$ cat src/logic/eps_defs.svh
// Constants for the exception pending status block
`ifndef EPS_DEFS_SVH
`define EPS_DEFS_SVH
`define EPS_AW        12
`define EPS_NIRQ      43
`define EPS_NEXC      59
`define EPS_NEV       3
`define EPS_OFS_ICS   12'hD04
`define EPS_OFS_BPM   12'hD20
`define EPS_OFS_FMK   12'hD24
`define EPS_OFS_STS   12'hD28
`define EPS_OFS_MSK   12'hD2C
`define EPS_SEL_NONE  3'h0
`define EPS_SEL_ICS   3'h1
`define EPS_SEL_BPM   3'h2
`define EPS_SEL_FMK   3'h3
`define EPS_SEL_STS   3'h4
`define EPS_SEL_MSK   3'h5
`define EPS_B_NONMASKABLE_SET_PENDING  31
`define EPS_B_SVSET   28
`define EPS_B_SVCLR   27
`define EPS_B_TKSET   26
`define EPS_B_TKCLR   25
`define EPS_B_RSV24   24
`define EPS_B_DBG     23
`define EPS_B_ISRPND  22
`define EPS_F_RSV     21:18
`define EPS_F_VECPND  17:12
`define EPS_B_RETURN_TO_BASE 11
`define EPS_F_ACTIVE_EXCEPTION_NUMBER  5:0
`define EPS_EX_NONE   6'h00
`define EPS_EX_NMI    6'h02
`define EPS_EX_HARD   6'h03
`define EPS_EX_MEM    6'h04
`define EPS_EX_BUS    6'h05
`define EPS_EX_USAGE  6'h06
`define EPS_EX_SVC    6'h0B
`define EPS_EX_PSV    6'h0E
`define EPS_EX_TICK   6'h0F
`define EPS_EX_IRQ0   6'h10
`define EPS_RESP_OK   2'h0
`define EPS_RESP_ERR  2'h2
`endif

$ cat src/logic/eps_pkg.sv
// Types shared by the exception pending status block
`default_nettype none
package eps_pkg;
  typedef struct packed {
    logic [42:0] irq_pending;
    logic [42:0] irq_enable;
    logic [3:0]  fault_pending;
    logic [2:0]  fault_enable;
    logic        supervisor_call_pending;
    logic        debug_halted;
    logic        preempted_active;
    logic [5:0]  active_exception;
    logic        entry_strobe;
    logic [5:0]  entered_exception;
  } eps_core_s;
  typedef struct packed {
    logic       nonmaskable;
    logic       service_call;
    logic       tick;
    logic [5:0] highest_pending_exception;
  } eps_pend_s;
endpackage
`default_nettype wire

$ cat src/logic/eps_pin_sync.sv
// Three-stage pin synchroniser with agreement filter
`timescale 1ns/1ps
`default_nettype none
module eps_pin_sync (
  // Clock and reset
  input  wire logic clock,
  input  wire logic rst_n,
  // Pin and clean level
  input  wire logic pin,
  output logic      level
);
  logic s1_r;
  logic s2_r;
  logic s3_r;
  logic level_r;

  always_ff @(posedge clock)
  begin
    if (!rst_n)
    begin
      s1_r <= 1'b0;
      s2_r <= 1'b0;
      s3_r <= 1'b0;
    end
    else
    begin
      s1_r <= pin;
      s2_r <= s1_r;
      s3_r <= s2_r;
    end
  end

  always_ff @(posedge clock)
  begin
    if (!rst_n)
      level_r <= 1'b0;
    else if (s2_r == s3_r)
      level_r <= s3_r;
  end

  assign level = level_r;
endmodule
`default_nettype wire

$ cat src/logic/eps_prio_pick.sv
// Lowest-numbered request wins
`timescale 1ns/1ps
`include "eps_defs.svh"
`default_nettype none
module eps_prio_pick (
  // Requests by exception number
  input  wire logic [`EPS_NEXC-1:0] req,
  // Winning exception number
  output logic      [5:0]           num
);
  always_comb
  begin
    num = `EPS_EX_NONE;
    for (int i = `EPS_NEXC - 1; i > 0; i--)
    begin
      if (req[i])
        num = 6'(i);
    end
  end
endmodule
`default_nettype wire

$ cat src/logic/eps_ics_top.sv
// Interrupt control and state register with pending status logic
// How it works
// - The tick clear-pending bit is write-only and reads back as zero here.
// - Bit 24 and bits 21:18 always read zero; software keeps them on read-modify-write.
// - Bit 23 reads 1 when release from halt would take an interrupt.
// - Bit 23 reads 0 whenever the core is not halted in debug.
// - Bit 22 reads 1 while any interrupt is pending, 0 after reset.
// - Bit 22 ignores the non-maskable interrupt and the faults.
// - Bits 17:12 hold the highest-priority pending enabled exception, 0 after reset.
// - That choice honours the base priority and fault masks, not the global mask.
// - Bits 17:12 read zero when nothing is pending.
// - Non-maskable is 2, hard fault 3, memory 4, bus 5, usage fault 6.
// - Supervisor call is 11, service call 14, tick 15, external vector n is 16+n.
// - Codes 1, 7 to 10, 12 and 13 never appear in bits 17:12.
// - Writing 1 to the tick clear-pending bit removes tick pending unless a tick event or tick set-pending write comes in the same cycle; 0 does nothing.
// - Bit 11 reads 0 while preempted active exceptions remain, else 1.
// - Bits 5:0 show the active exception number, 0 in thread execution.
//
// The placing of the registers and the AXI4-Lite register port are this design's own decisions.
`timescale 1ns/1ps
`include "eps_defs.svh"
`default_nettype none
module eps_ics_top (
  // Clock and reset
  input  wire logic                  clock,
  input  wire logic                  rst_n,
  // AXI4-Lite write
  input  wire logic                  awvalid,
  output logic                       awready,
  input  wire logic [`EPS_AW-1:0]    awaddr,
  input  wire logic [2:0]            awprot,
  input  wire logic                  wvalid,
  output logic                       wready,
  input  wire logic [31:0]           wdata,
  input  wire logic [3:0]            wstrb,
  output logic                       bvalid,
  input  wire logic                  bready,
  output logic      [1:0]            bresp,
  // AXI4-Lite read
  input  wire logic                  arvalid,
  output logic                       arready,
  input  wire logic [`EPS_AW-1:0]    araddr,
  input  wire logic [2:0]            arprot,
  output logic                       rvalid,
  input  wire logic                  rready,
  output logic      [31:0]           rdata,
  output logic      [1:0]            rresp,
  // Core side
  input  wire eps_pkg::eps_core_s    core_in,
  input  wire logic                  nmi_pin,
  input  wire logic                  tick_event,
  output eps_pkg::eps_pend_s         pend_out,
  // Interrupt
  output logic                       irq
);
  logic                 awready_r;
  logic                 wready_r;
  logic                 bvalid_r;
  logic [1:0]           bresp_r;
  logic                 arready_r;
  logic                 rvalid_r;
  logic [31:0]          rdata_r;
  logic [1:0]           rresp_r;
  logic                 aw_have_r;
  logic [`EPS_AW-1:0]   aw_addr_r;
  logic                 w_have_r;
  logic [31:0]          w_data_r;
  logic [3:0]           w_strb_r;
  logic                 nmi_pend_r;
  logic                 psv_pend_r;
  logic                 tick_pend_r;
  logic [5:0]           bpm_r;
  logic                 fmk_r;
  logic [`EPS_NEV-1:0]  sts_r;
  logic [`EPS_NEV-1:0]  msk_r;
  logic                 irq_r;
  logic [5:0]           highest_pending_exception_r;
  logic                 any_irq_pending_r;
  logic                 dbg_r;
  logic                 nmi_lvl_r;
  logic                 rd_ics_r;
  logic                 nmi_lvl;
  logic                 wr_fire;
  logic [2:0]           wr_sel;
  logic [31:0]          wbits;
  logic                 ics_wr;
  logic [`EPS_NIRQ-1:0] irq_req;
  logic [`EPS_NEXC-1:0] req;
  logic [5:0]           pick;
  logic [`EPS_NEV-1:0]  ev;
  logic [31:0]          ics_val;

  // Register decode
  function automatic logic [2:0] reg_sel(input logic [`EPS_AW-1:0] a);
    case (a)
      `EPS_OFS_ICS: reg_sel = `EPS_SEL_ICS;
      `EPS_OFS_BPM: reg_sel = `EPS_SEL_BPM;
      `EPS_OFS_FMK: reg_sel = `EPS_SEL_FMK;
      `EPS_OFS_STS: reg_sel = `EPS_SEL_STS;
      `EPS_OFS_MSK: reg_sel = `EPS_SEL_MSK;
      default:      reg_sel = `EPS_SEL_NONE;
    endcase
  endfunction

  // Masked by fault mask or base priority
  function automatic logic blocked(input logic [5:0] n, input logic [5:0] base, input logic fault);
    blocked = fault | ((base != `EPS_EX_NONE) && (n >= base));
  endfunction

  eps_pin_sync u_nmi_sync (
    .clock (clock),
    .rst_n (rst_n),
    .pin   (nmi_pin),
    .level (nmi_lvl)
  );

  // Write channel capture
  assign wr_fire = aw_have_r & w_have_r & ~bvalid_r;
  assign wr_sel  = reg_sel(aw_addr_r);
  assign wbits   = w_data_r & {{8{w_strb_r[3]}}, {8{w_strb_r[2]}}, {8{w_strb_r[1]}}, {8{w_strb_r[0]}}};
  assign ics_wr  = wr_fire & (wr_sel == `EPS_SEL_ICS);

  always_ff @(posedge clock)
  begin
    if (!rst_n)
    begin
      aw_have_r <= 1'b0;
      awready_r <= 1'b1;
      aw_addr_r <= '0;
    end
    else if (awvalid && awready_r)
    begin
      aw_have_r <= 1'b1;
      awready_r <= 1'b0;
      aw_addr_r <= awaddr;
    end
    else if (wr_fire)
    begin
      aw_have_r <= 1'b0;
      awready_r <= 1'b1;
    end
  end

  always_ff @(posedge clock)
  begin
    if (!rst_n)
    begin
      w_have_r <= 1'b0;
      wready_r <= 1'b1;
      w_data_r <= '0;
      w_strb_r <= '0;
    end
    else if (wvalid && wready_r)
    begin
      w_have_r <= 1'b1;
      wready_r <= 1'b0;
      w_data_r <= wdata;
      w_strb_r <= wstrb;
    end
    else if (wr_fire)
    begin
      w_have_r <= 1'b0;
      wready_r <= 1'b1;
    end
  end

  always_ff @(posedge clock)
  begin
    if (!rst_n)
    begin
      bvalid_r <= 1'b0;
      bresp_r  <= `EPS_RESP_OK;
    end
    else if (wr_fire)
    begin
      bvalid_r <= 1'b1;
      bresp_r  <= (wr_sel == `EPS_SEL_NONE) ? `EPS_RESP_ERR : `EPS_RESP_OK;
    end
    else if (bready)
      bvalid_r <= 1'b0;
  end

  // Pending state, hardware set wins over clear
  always_ff @(posedge clock)
  begin
    if (!rst_n)
      nmi_lvl_r <= 1'b0;
    else
      nmi_lvl_r <= nmi_lvl;
  end

  always_ff @(posedge clock)
  begin
    if (!rst_n)
      nmi_pend_r <= 1'b0;
    else if ((nmi_lvl & ~nmi_lvl_r) || (ics_wr && wbits[`EPS_B_NONMASKABLE_SET_PENDING]))
      nmi_pend_r <= 1'b1;
    else if (core_in.entry_strobe && core_in.entered_exception == `EPS_EX_NMI)
      nmi_pend_r <= 1'b0;
  end

  always_ff @(posedge clock)
  begin
    if (!rst_n)
      psv_pend_r <= 1'b0;
    else if (ics_wr && wbits[`EPS_B_SVSET])
      psv_pend_r <= 1'b1;
    else if ((ics_wr && wbits[`EPS_B_SVCLR])
             || (core_in.entry_strobe && core_in.entered_exception == `EPS_EX_PSV))
      psv_pend_r <= 1'b0;
  end

  always_ff @(posedge clock)
  begin
    if (!rst_n)
      tick_pend_r <= 1'b0;
    else if (tick_event || (ics_wr && wbits[`EPS_B_TKSET]))
      tick_pend_r <= 1'b1;
    else if ((ics_wr && wbits[`EPS_B_TKCLR])
             || (core_in.entry_strobe && core_in.entered_exception == `EPS_EX_TICK))
      tick_pend_r <= 1'b0;
  end

  // Mask registers
  always_ff @(posedge clock)
  begin
    if (!rst_n)
    begin
      bpm_r <= `EPS_EX_NONE;
      fmk_r <= 1'b0;
      msk_r <= '0;
    end
    else if (wr_fire)
    begin
      if (wr_sel == `EPS_SEL_BPM && w_strb_r[0])
        bpm_r <= w_data_r[5:0];
      if (wr_sel == `EPS_SEL_FMK && w_strb_r[0])
        fmk_r <= w_data_r[0];
      if (wr_sel == `EPS_SEL_MSK && w_strb_r[0])
        msk_r <= w_data_r[`EPS_NEV-1:0];
    end
  end

  // Sticky events, write one to clear, set wins
  assign ev = {tick_event & ~tick_pend_r,
               ics_wr & wbits[`EPS_B_SVSET] & ~psv_pend_r,
               nmi_lvl & ~nmi_lvl_r};

  always_ff @(posedge clock)
  begin
    if (!rst_n)
      sts_r <= '0;
    else if (wr_fire && wr_sel == `EPS_SEL_STS)
      sts_r <= (sts_r & ~wbits[`EPS_NEV-1:0]) | ev;
    else
      sts_r <= sts_r | ev;
  end

  always_ff @(posedge clock)
  begin
    if (!rst_n)
      irq_r <= 1'b0;
    else
      irq_r <= |(sts_r & msk_r);
  end

  // Eligible requests by exception number
  genvar g;
  generate
    for (g = 0; g < `EPS_NIRQ; g++)
    begin : g_irq
      assign irq_req[g] = core_in.irq_pending[g] & core_in.irq_enable[g]
                          & ~blocked(6'(g) + `EPS_EX_IRQ0, bpm_r, fmk_r);
    end
  endgenerate

  assign req = {irq_req,
                tick_pend_r & ~blocked(`EPS_EX_TICK, bpm_r, fmk_r),
                psv_pend_r & ~blocked(`EPS_EX_PSV, bpm_r, fmk_r),
                2'b00,
                core_in.supervisor_call_pending & ~blocked(`EPS_EX_SVC, bpm_r, fmk_r),
                4'h0,
                core_in.fault_pending[3:1] & core_in.fault_enable
                  & {~blocked(`EPS_EX_USAGE, bpm_r, fmk_r),
                     ~blocked(`EPS_EX_BUS, bpm_r, fmk_r),
                     ~blocked(`EPS_EX_MEM, bpm_r, fmk_r)},
                core_in.fault_pending[0] & ~fmk_r,
                nmi_pend_r,
                2'b00};

  eps_prio_pick u_pick (
    .req (req),
    .num (pick)
  );

  // Status fields, one clock behind their inputs
  always_ff @(posedge clock)
  begin
    if (!rst_n)
    begin
      highest_pending_exception_r <= `EPS_EX_NONE;
      any_irq_pending_r <= 1'b0;
      dbg_r     <= 1'b0;
    end
    else
    begin
      highest_pending_exception_r <= pick;
      any_irq_pending_r <= (|core_in.irq_pending) | core_in.supervisor_call_pending
                   | psv_pend_r | tick_pend_r;
      dbg_r     <= core_in.debug_halted & (pick != `EPS_EX_NONE);
    end
  end

  // Read image of the control and state register
  always_comb
  begin
    ics_val                  = '0;
    ics_val[`EPS_B_NONMASKABLE_SET_PENDING]   = nmi_pend_r;
    ics_val[`EPS_B_SVSET]    = psv_pend_r;
    ics_val[`EPS_B_TKSET]    = tick_pend_r;
    ics_val[`EPS_B_DBG]      = dbg_r;
    ics_val[`EPS_B_ISRPND]   = any_irq_pending_r;
    ics_val[`EPS_F_VECPND]   = highest_pending_exception_r;
    ics_val[`EPS_B_RETURN_TO_BASE]  = ~core_in.preempted_active;
    ics_val[`EPS_F_ACTIVE_EXCEPTION_NUMBER]   = core_in.active_exception;
  end

  // Read channel
  always_ff @(posedge clock)
  begin
    if (!rst_n)
    begin
      arready_r <= 1'b1;
      rvalid_r  <= 1'b0;
      rdata_r   <= '0;
      rresp_r   <= `EPS_RESP_OK;
      rd_ics_r  <= 1'b0;
    end
    else if (arvalid && arready_r)
    begin
      arready_r <= 1'b0;
      rvalid_r  <= 1'b1;
      rresp_r   <= `EPS_RESP_OK;
      rd_ics_r  <= reg_sel(araddr) == `EPS_SEL_ICS;
      case (reg_sel(araddr))
        `EPS_SEL_ICS: rdata_r <= ics_val;
        `EPS_SEL_BPM: rdata_r <= {26'h0, bpm_r};
        `EPS_SEL_FMK: rdata_r <= {31'h0, fmk_r};
        `EPS_SEL_STS: rdata_r <= {29'h0, sts_r};
        `EPS_SEL_MSK: rdata_r <= {29'h0, msk_r};
        default:
        begin
          rdata_r <= '0;
          rresp_r <= `EPS_RESP_ERR;
        end
      endcase
    end
    else if (rvalid_r && rready)
    begin
      rvalid_r  <= 1'b0;
      arready_r <= 1'b1;
    end
  end

  assign awready  = awready_r;
  assign wready   = wready_r;
  assign bvalid   = bvalid_r;
  assign bresp    = bresp_r;
  assign arready  = arready_r;
  assign rvalid   = rvalid_r;
  assign rdata    = rdata_r;
  assign rresp    = rresp_r;
  assign irq      = irq_r;
  assign pend_out = {nmi_pend_r, psv_pend_r, tick_pend_r, highest_pending_exception_r};

  // Checks
  chk_clear_bits_zero: assert property (@(posedge clock) disable iff (!rst_n)
    rvalid_r && rd_ics_r |-> !rdata_r[`EPS_B_TKCLR] && !rdata_r[`EPS_B_SVCLR])
    else $error("clear-pending bits read nonzero");
  chk_reserved_zero: assert property (@(posedge clock) disable iff (!rst_n)
    rvalid_r && rd_ics_r |-> !rdata_r[`EPS_B_RSV24] && rdata_r[`EPS_F_RSV] == 4'h0)
    else $error("reserved bits read nonzero");
  chk_debug_flag_set: assert property (@(posedge clock) disable iff (!rst_n)
    core_in.debug_halted && pick != `EPS_EX_NONE |=> dbg_r)
    else $error("debug release flag missing");
  chk_debug_flag_off: assert property (@(posedge clock) disable iff (!rst_n)
    !core_in.debug_halted |=> !dbg_r)
    else $error("debug release flag set outside debug");
  chk_pending_excludes: assert property (@(posedge clock) disable iff (!rst_n)
    !(|core_in.irq_pending) && !core_in.supervisor_call_pending && !psv_pend_r && !tick_pend_r |=> !any_irq_pending_r)
    else $error("pending flag set by excluded source");
  chk_fault_mask: assert property (@(posedge clock) disable iff (!rst_n)
    fmk_r && $stable(fmk_r) |=> highest_pending_exception_r == `EPS_EX_NONE || highest_pending_exception_r == `EPS_EX_NMI)
    else $error("fault mask ignored");
  chk_vector_idle: assert property (@(posedge clock) disable iff (!rst_n)
    req == '0 |=> highest_pending_exception_r == `EPS_EX_NONE)
    else $error("vector nonzero with nothing pending");
  chk_nmi_code: assert property (@(posedge clock) disable iff (!rst_n)
    nmi_pend_r |=> highest_pending_exception_r == `EPS_EX_NMI)
    else $error("nonmaskable code wrong");
  chk_tick_code: assert property (@(posedge clock) disable iff (!rst_n)
    req[14:0] == '0 && req[15] |=> highest_pending_exception_r == `EPS_EX_TICK)
    else $error("tick code wrong");
  chk_reserved_codes: assert property (@(posedge clock) disable iff (!rst_n)
    !(highest_pending_exception_r inside {6'h01, 6'h07, 6'h08, 6'h09, 6'h0A, 6'h0C, 6'h0D}))
    else $error("reserved vector code reported");
  chk_tick_clear: assert property (@(posedge clock) disable iff (!rst_n)
    ics_wr && wbits[`EPS_B_TKCLR] && !wbits[`EPS_B_TKSET] && !tick_event |=> !tick_pend_r)
    else $error("tick clear-pending ignored");
  chk_irq_level: assert property (@(posedge clock) disable iff (!rst_n)
    |(sts_r & msk_r) |=> irq)
    else $error("interrupt output missing");
  cov_tick_read: cover property (@(posedge clock) disable iff (!rst_n)
    rvalid_r && rd_ics_r && rdata_r[`EPS_B_TKSET]);
  cov_nmi_win: cover property (@(posedge clock) disable iff (!rst_n)
    highest_pending_exception_r == `EPS_EX_NMI);
  cov_debug_flag: cover property (@(posedge clock) disable iff (!rst_n) dbg_r);
  cov_slave_error: cover property (@(posedge clock) disable iff (!rst_n)
    bvalid_r && bresp_r == `EPS_RESP_ERR);
endmodule
`default_nettype wire

$ cat config.mk
export PLATFORM = sky130hd
export DESIGN_NAME = eps_ics_top
export DESIGN_NICKNAME = d
export VERILOG_FILES = /design/src/logic/eps_pkg.sv /design/src/logic/eps_pin_sync.sv /design/src/logic/eps_prio_pick.sv /design/src/logic/eps_ics_top.sv
export VERILOG_INCLUDE_DIRS = /design/src /design/src/logic
export SDC_FILE = /design/constraint.sdc
export NUM_CORES = 1
export LEC_CHECK = 0
export BUFFER_PORTS_ARGS = -buffer_cell sky130_fd_sc_hd__buf_2
export CAP_MARGIN = 40
export CORE_ASPECT_RATIO = 1.1
export CORE_MARGIN = 2
export CORE_UTILIZATION = 45
export CTS_BUF_LIST = sky130_fd_sc_hd__clkbuf_8
export CTS_CLUSTER_SIZE = 25
export DETAILED_ROUTE_END_ITERATION = 7
export GPL_ROUTABILITY_DRIVEN = 0
export PLACE_DENSITY = 0.76
export SYNTH_ARGS = -nofsm -noshare
export SYNTH_HDL_FRONTEND = slang
export SYNTH_SLANG_ARGS = --single-unit
$ cat constraint.sdc
create_clock -name clock -period 3 [get_ports clock]
set_clock_uncertainty 0.15 [all_clocks]
set_input_delay 0.3 -clock clock [delete_from_list [all_inputs] [get_ports clock]]
set_output_delay 0.3 -clock clock [all_outputs]
set_load 0.005 [all_outputs]
==> flow_summary.yaml, run 1 <==
synth:
  syn_area_per_cell_um2: 7.46
  synth.top_cells.by_count: "nand2_1 (122), dfxtp_1 (82), nor2b_1 (41)"
  synth_xor_area_share_pct: 0
  synth_area_um2: 5240
  ys_seq_area_share_pct: 31.3
  synth_compound_area_share_pct: 28.7
  async_flop_share_pct: 0
  synth.mux.area_fraction_pct: 1.72
  synth.area.top_cells: "dfxtp_1 (31%), nand2_1 (8.7%), a21boi_0 (5.2%)"
  synth_top_family_by_area: "simple AND/OR/NAND/NOR gates"
  netlist.area_leader.share_pct: 31.3
  synth_flop_cell: "dfxtp_1"
  synth_fa_ha_area_share_pct: 0
  synth_warnings: 0
  synthCells: 702
  ys_seq_elements: 82
  synth_top_area_cell: "dfxtp_1"
  synth-edff-count: 0
  synth_most_common_cell: "nand2_1"
  synthSimpleGateAreaFrac_pct: 31.6
  synth.distinct_cells: 63
routing:
  antenna_left: 0
  avgViaCountPerCell: 5.71
  drc: 0
  wirelength_um: 17400
  vias: 6056
  drtIter0Drc: 365
  wire_per_inst_um: 16.4
  first_pass_iters: 5
placed_design:
  numPlacedInstances: 1045
  post_dp_cell_area_um2: 6500
  dp_hpwl_um: 13800
  portBuffers: 189
  dp_slack_ns: 0.203
cells_and_area:
  drive_above_1_share_pct: 28.8
  final_cells: 1061
  fin_area_um2: 6750
  post-route-util_pct: 59.2
  area_delta_synth_final_pct: 28.8
  final_nets: 1092
  antenna_cells: 0
worst_setup_path:
  path_max_fanout: 7
  worstPathRequired_ns: 3.08
  cpLargestDelayFamily: "compound AO/OA/AOI/OAI gates"
  cp.arrival_ns: 2.96
  cp_slowest_stage_delay_ns: 0.63
  criticalPathCategory: "flip-flop to flip-flop"
  crit_buf_inv: 2
  worst_setup_path_end_kind: "flip-flop"
  path_cells: "or4_1 -> buf_4 -> o22ai_1 -> nand2_1 -> o22a_1 -> o21ai_0 -> nor4b_1 -> a211oi_1 -> buf_4 -> o211ai_1"
  critPathLaunchType: "flip-flop"
  cpMaxStageDelayCell: "or4_1"
  r2r_setup_slack_ns: 0.12
  cp_common_cell: "buf_4"
sta:
  whs_ns: 0.0331
  fmax_mhz: 347
  fin_crit_ns: 2.88
  worst_slack_ns: 0.119
  fin_tns_setup_ns: 0
  slew_violations: 0
  finalSetupViolations: 0
  period_share_pct: 96.0
  hold_viol_final: 0
  rsz0062_at_grt: "false"
  relSlewSlack_pct: 49.9
  tightest_slew_ns: 0.745
die:
  initial_utilization_pct: 46.0
  placementRows: 41
  die_h_um: 117
  core_um2: 11400
  die_area_um2: 12500
  die_w_um: 107
  ios: 235
clock_tree:
  h-tree-depth: 3
  clk_pin_slew_ns: 0.09
  clk_latency_ns: 0.35
  cts_tree: "yes"
  clockBufferDepth: 2
  cts_root_buf: "clkbuf_8"
  cts_sinks: 82
  cts_buffers: 9
global_routing:
  grt-ovfl-total: 0
  grt_pass1_vias: 5666
  grt_usage_pct: 27.5
  grt_first_pass_wirelength_um: 27300
  grt_max_degree: 78
  antenna_found_initial: 1
job:
  maxCapViolations: 0
pwr:
  powerDensity_nw_per_um2: 377
  max-vdd-ir-drop_uv: 390
  p_total_mw: 2.54
  leakage_nw: 2.90
hold_path:
  min_path_type: "input pin to flip-flop"
run_status:
  outcome: "completed"
## layout by cell type (no fill, tap or decap), types with 8 or more instances in the layout
cell type,synthesis,routed
dfxtp_1,82,82
nand3_1,17,17
nand2b_1,8,8
clkbuf_8,0,9
buf_2,11,189
nor2b_1,41,41
nor2_1,35,35
mux2i_1,9,9
inv_1,12,12
a211oi_1,14,13
o22ai_1,14,14
nor4_1,21,21
and2_1,12,12
buf_4,19,44
o21ai_0,37,37
a21oi_1,38,38
nor3_1,12,12
conb_1,1,16
nand4_1,9,9
nand2_1,122,122
a22oi_1,24,24
a21boi_0,36,36
## layer usage
metal / up-vias / GRT usage (%) / wire length [um]
met5: - / 0 / 10
met4: 2 / 12.3 / 632
met3: 51 / 6.48 / 1610
met2: 283 / 46.9 / 8220
met1: 2775 / 33.1 / 6880
li1: 2945 / - / -
## cells by family (layout without fill, tap and decap cells)
| logic type | after synthesis | in the layout |
|---|---|---|
| simple gates | 321 | 321 |
| flops | 82 | 82 |
| other cells | 1 | 16 |
| buf+inv | 69 | 263 |
| compound gates | 220 | 220 |
| mux | 9 | 9 |
## power by group
group / internal [mW] / switching (mW)
registers: 1.13 / 0.0259
clock network: 0.546 / 0.409
logic: 0.206 / 0.227
## cell type report
| type | count | area, um^2 |
|---|---|---|
| Clock buffer | 9 | 124 |
| Sequential cell | 82 | 1640 |
| Timing Repair Buffer | 236 | 1330 |
| Fill cell | 1133 | 4640 |
| Multi-Input combinational cell | 566 | 3310 |
| Inverter | 13 | 48.8 |
| Clock inverter | 5 | 104 |
| Tap cell | 150 | 188 |
## worst register-to-register path, stage by stage (launching register included)
cell and delay, ns:
dfxtp_1 0.36, or4_1 0.63, buf_4 0.21, o22ai_1 0.26, nand2_1 0.09, o22a_1 0.17, o21ai_0 0.25, nor4b_1 0.11
a211oi_1 0.27, buf_4 0.17, o211ai_1 0.09
## final timing paths
check	start	depth (start not counted)	end
max reg2reg	bpm_r[3]	10	highest_pending_exception_r[0]
min	core_in[14]	3	dbg_r
max	bpm_r[3]	10	highest_pending_exception_r[0]
min reg2reg	u_nmi_sync.s1_r	1	u_nmi_sync.s2_r
## registers in the layout (all words and copies together), names as in the netlist, 2 cells and up
| signal | flops |
|---|---|
| w_strb_r | 2 |
| highest_pending_exception_r | 6 |
| aw_addr_r | 12 |
| sts_r | 3 |
| w_data_r | 11 |
| bpm_r | 6 |
| msk_r | 3 |
| rdata | 18 |
## timing repair
| action | in CTS | in global routing |
|---|---|---|
| gates resized for setup | 0 | 1 |
| buffers inserted | 0 | 1 |
| hold buffers | 1 | 0 |
| setup endpoints to repair | 0 | 1 |
| hold endpoints to repair | 1 | 0 |
Power figures use the tool's default switching activity.
==> run 2, diff against run 1 <==
==> constraint.sdc (replaced) <==
create_clock -name clock -period 3.3 [get_ports clock]
set_clock_uncertainty 0.15 [all_clocks]
set_input_delay 0.165 -clock clock [delete_from_list [all_inputs] [get_ports clock]]
set_output_delay 0.165 -clock clock [all_outputs]
set_load 0.005 [all_outputs]
==> flow_summary.yaml, run 2 (same netlist as run 1, synthesis figures left out) <==
sta:
  fin_crit_ns: 3.04
  tightest_slew_ns: 0.747
  period_share_pct: 92.2
  slew_violations: 0
  rsz0062_at_grt: "false"
  hold_viol_final: 0
  fmax_mhz: 329
  fin_tns_setup_ns: 0
  whs_ns: 0.0360
  worst_slack_ns: 0.258
  relSlewSlack_pct: 50.1
  finalSetupViolations: 0
clock_tree:
  cts_tree: "yes"
  cts_buffers: 9
  ctsResizeCount: 0
  clk_latency_ns: 0.36
  postCtsSetupBuffers: 0
  cts_sinks: 82
  cts_hold_buf: 32
  cts_root_buf: "clkbuf_8"
  clk_pin_slew_ns: 0.11
  clockBufferDepth: 2
  h-tree-depth: 3
global_routing:
  grt_pass1_vias: 5593
  grt_max_degree: 78
  grt_usage_pct: 27.2
  antenna_found_initial: 1
  grt_first_pass_wirelength_um: 26800
  grt-ovfl-total: 0
die:
  initial_utilization_pct: 46.0
  ios: 235
  die_w_um: 107
  placementRows: 41
  core_um2: 11400
  die_area_um2: 12500
  die_h_um: 117
placed_design:
  dp_hpwl_um: 13500
  dp_slack_ns: 0.373
  portBuffers: 189
  numPlacedInstances: 1022
run_status:
  outcome: "completed"
cells_and_area:
  fill_cells: 1091
  most-common-layout-cells: "buf_2 (189), nand2_1 (122), dfxtp_1 (82)"
  final_nets: 1099
  largest_reg_flops: 18
  drive_above_1_share_pct: 26.0
  layout_commonest_cell: "buf_2"
  area_delta_synth_final_pct: 30.1
  final_cells: 1070
  antenna_cells: 0
routing:
  first_pass_iters: 5
  antenna_left: 0
  vias: 6146
  wire_per_inst_um: 16.4
  avgViaCountPerCell: 5.74
  drc: 0
  drtIter0Drc: 366
  wirelength_um: 17500
pwr:
  p_total_mw: 2.18
  powerDensity_nw_per_um2: 319
  leakage_nw: 2.88
  max-vdd-ir-drop_uv: 280
worst_setup_path:
  worst_setup_path_end_kind: "flip-flop"
  critPathLaunchType: "flip-flop"
  worstPathRequired_ns: 3.40
  path_max_fanout: 19
  criticalPathCategory: "flip-flop to flip-flop"
  cp.arrival_ns: 3.14
hold_path:
  min_path_type: "input pin to flip-flop"
job:
  maxCapViolations: 0
run 2: layout make-up:
type / instances / area [um^2] / area share [%]
Clock buffer: 9 / 124 / 1.82
Multi-Input combinational cell: 566 / 3310 / 48.5
Timing Repair Buffer: 243 / 1430 / 21.0
Tap cell: 150 / 188 / 2.75
Inverter: 13 / 48.8 / 0.716
Clock inverter: 7 / 73.8 / 1.08
Sequential cell: 82 / 1640 / 24.1
run 2: path summary, 6_finish.rpt:
check	startpoint	endpoint	slack, ns	cells past startpoint
max	bpm_r[4]	highest_pending_exception_r[2]	0.26	9
min	core_in[4]	nmi_pend_r	0.04	5
max reg2reg	bpm_r[4]	highest_pending_exception_r[2]	0.26	9
min reg2reg	u_nmi_sync.s1_r	u_nmi_sync.s2_r	0.30	1
run 2: critical path, stage by stage, from the launching register on:
cell and delay (ns):
dfxtp_1 0.72, buf_4 0.24, or2_2 0.19, nor2_2 0.10
o2111a_1 0.31, nor4_1 0.52, o21ai_0 0.14, o21ai_0 0.27
nand3_1 0.11, o21a_1 0.18
run 2: power by group:
| part | internal [mW] | switching, mW | total [mW] |
|---|---|---|---|
| logic | 0.200 | 0.209 | 0.409 |
| registers | 1.03 | 0.0254 | 1.05 |
| clock network | 0.296 | 0.420 | 0.716 |
| total | 1.52 | 0.654 | 2.18 |
run 2: per-stage QoR:
stage,instance area (um^2),util [%]
6_report,6820,59.9
5_1_grt,6820,59.9
4_1_cts,6820,59.9
3_5_place_dp,6300,55.3
3_3_place_gp,6300,55.3
2_1_floorplan,5300,-
run 2: layer usage:
metal | GRT usage, % | vias to the layer above | wire, um
met5 | 0 | - | 12
met4 | 13.6 | 2 | 732
met3 | 4.98 | 58 | 1560
met2 | 48.3 | 303 | 8330
met1 | 31.5 | 2823 | 6910
li1 | - | 2960 | -
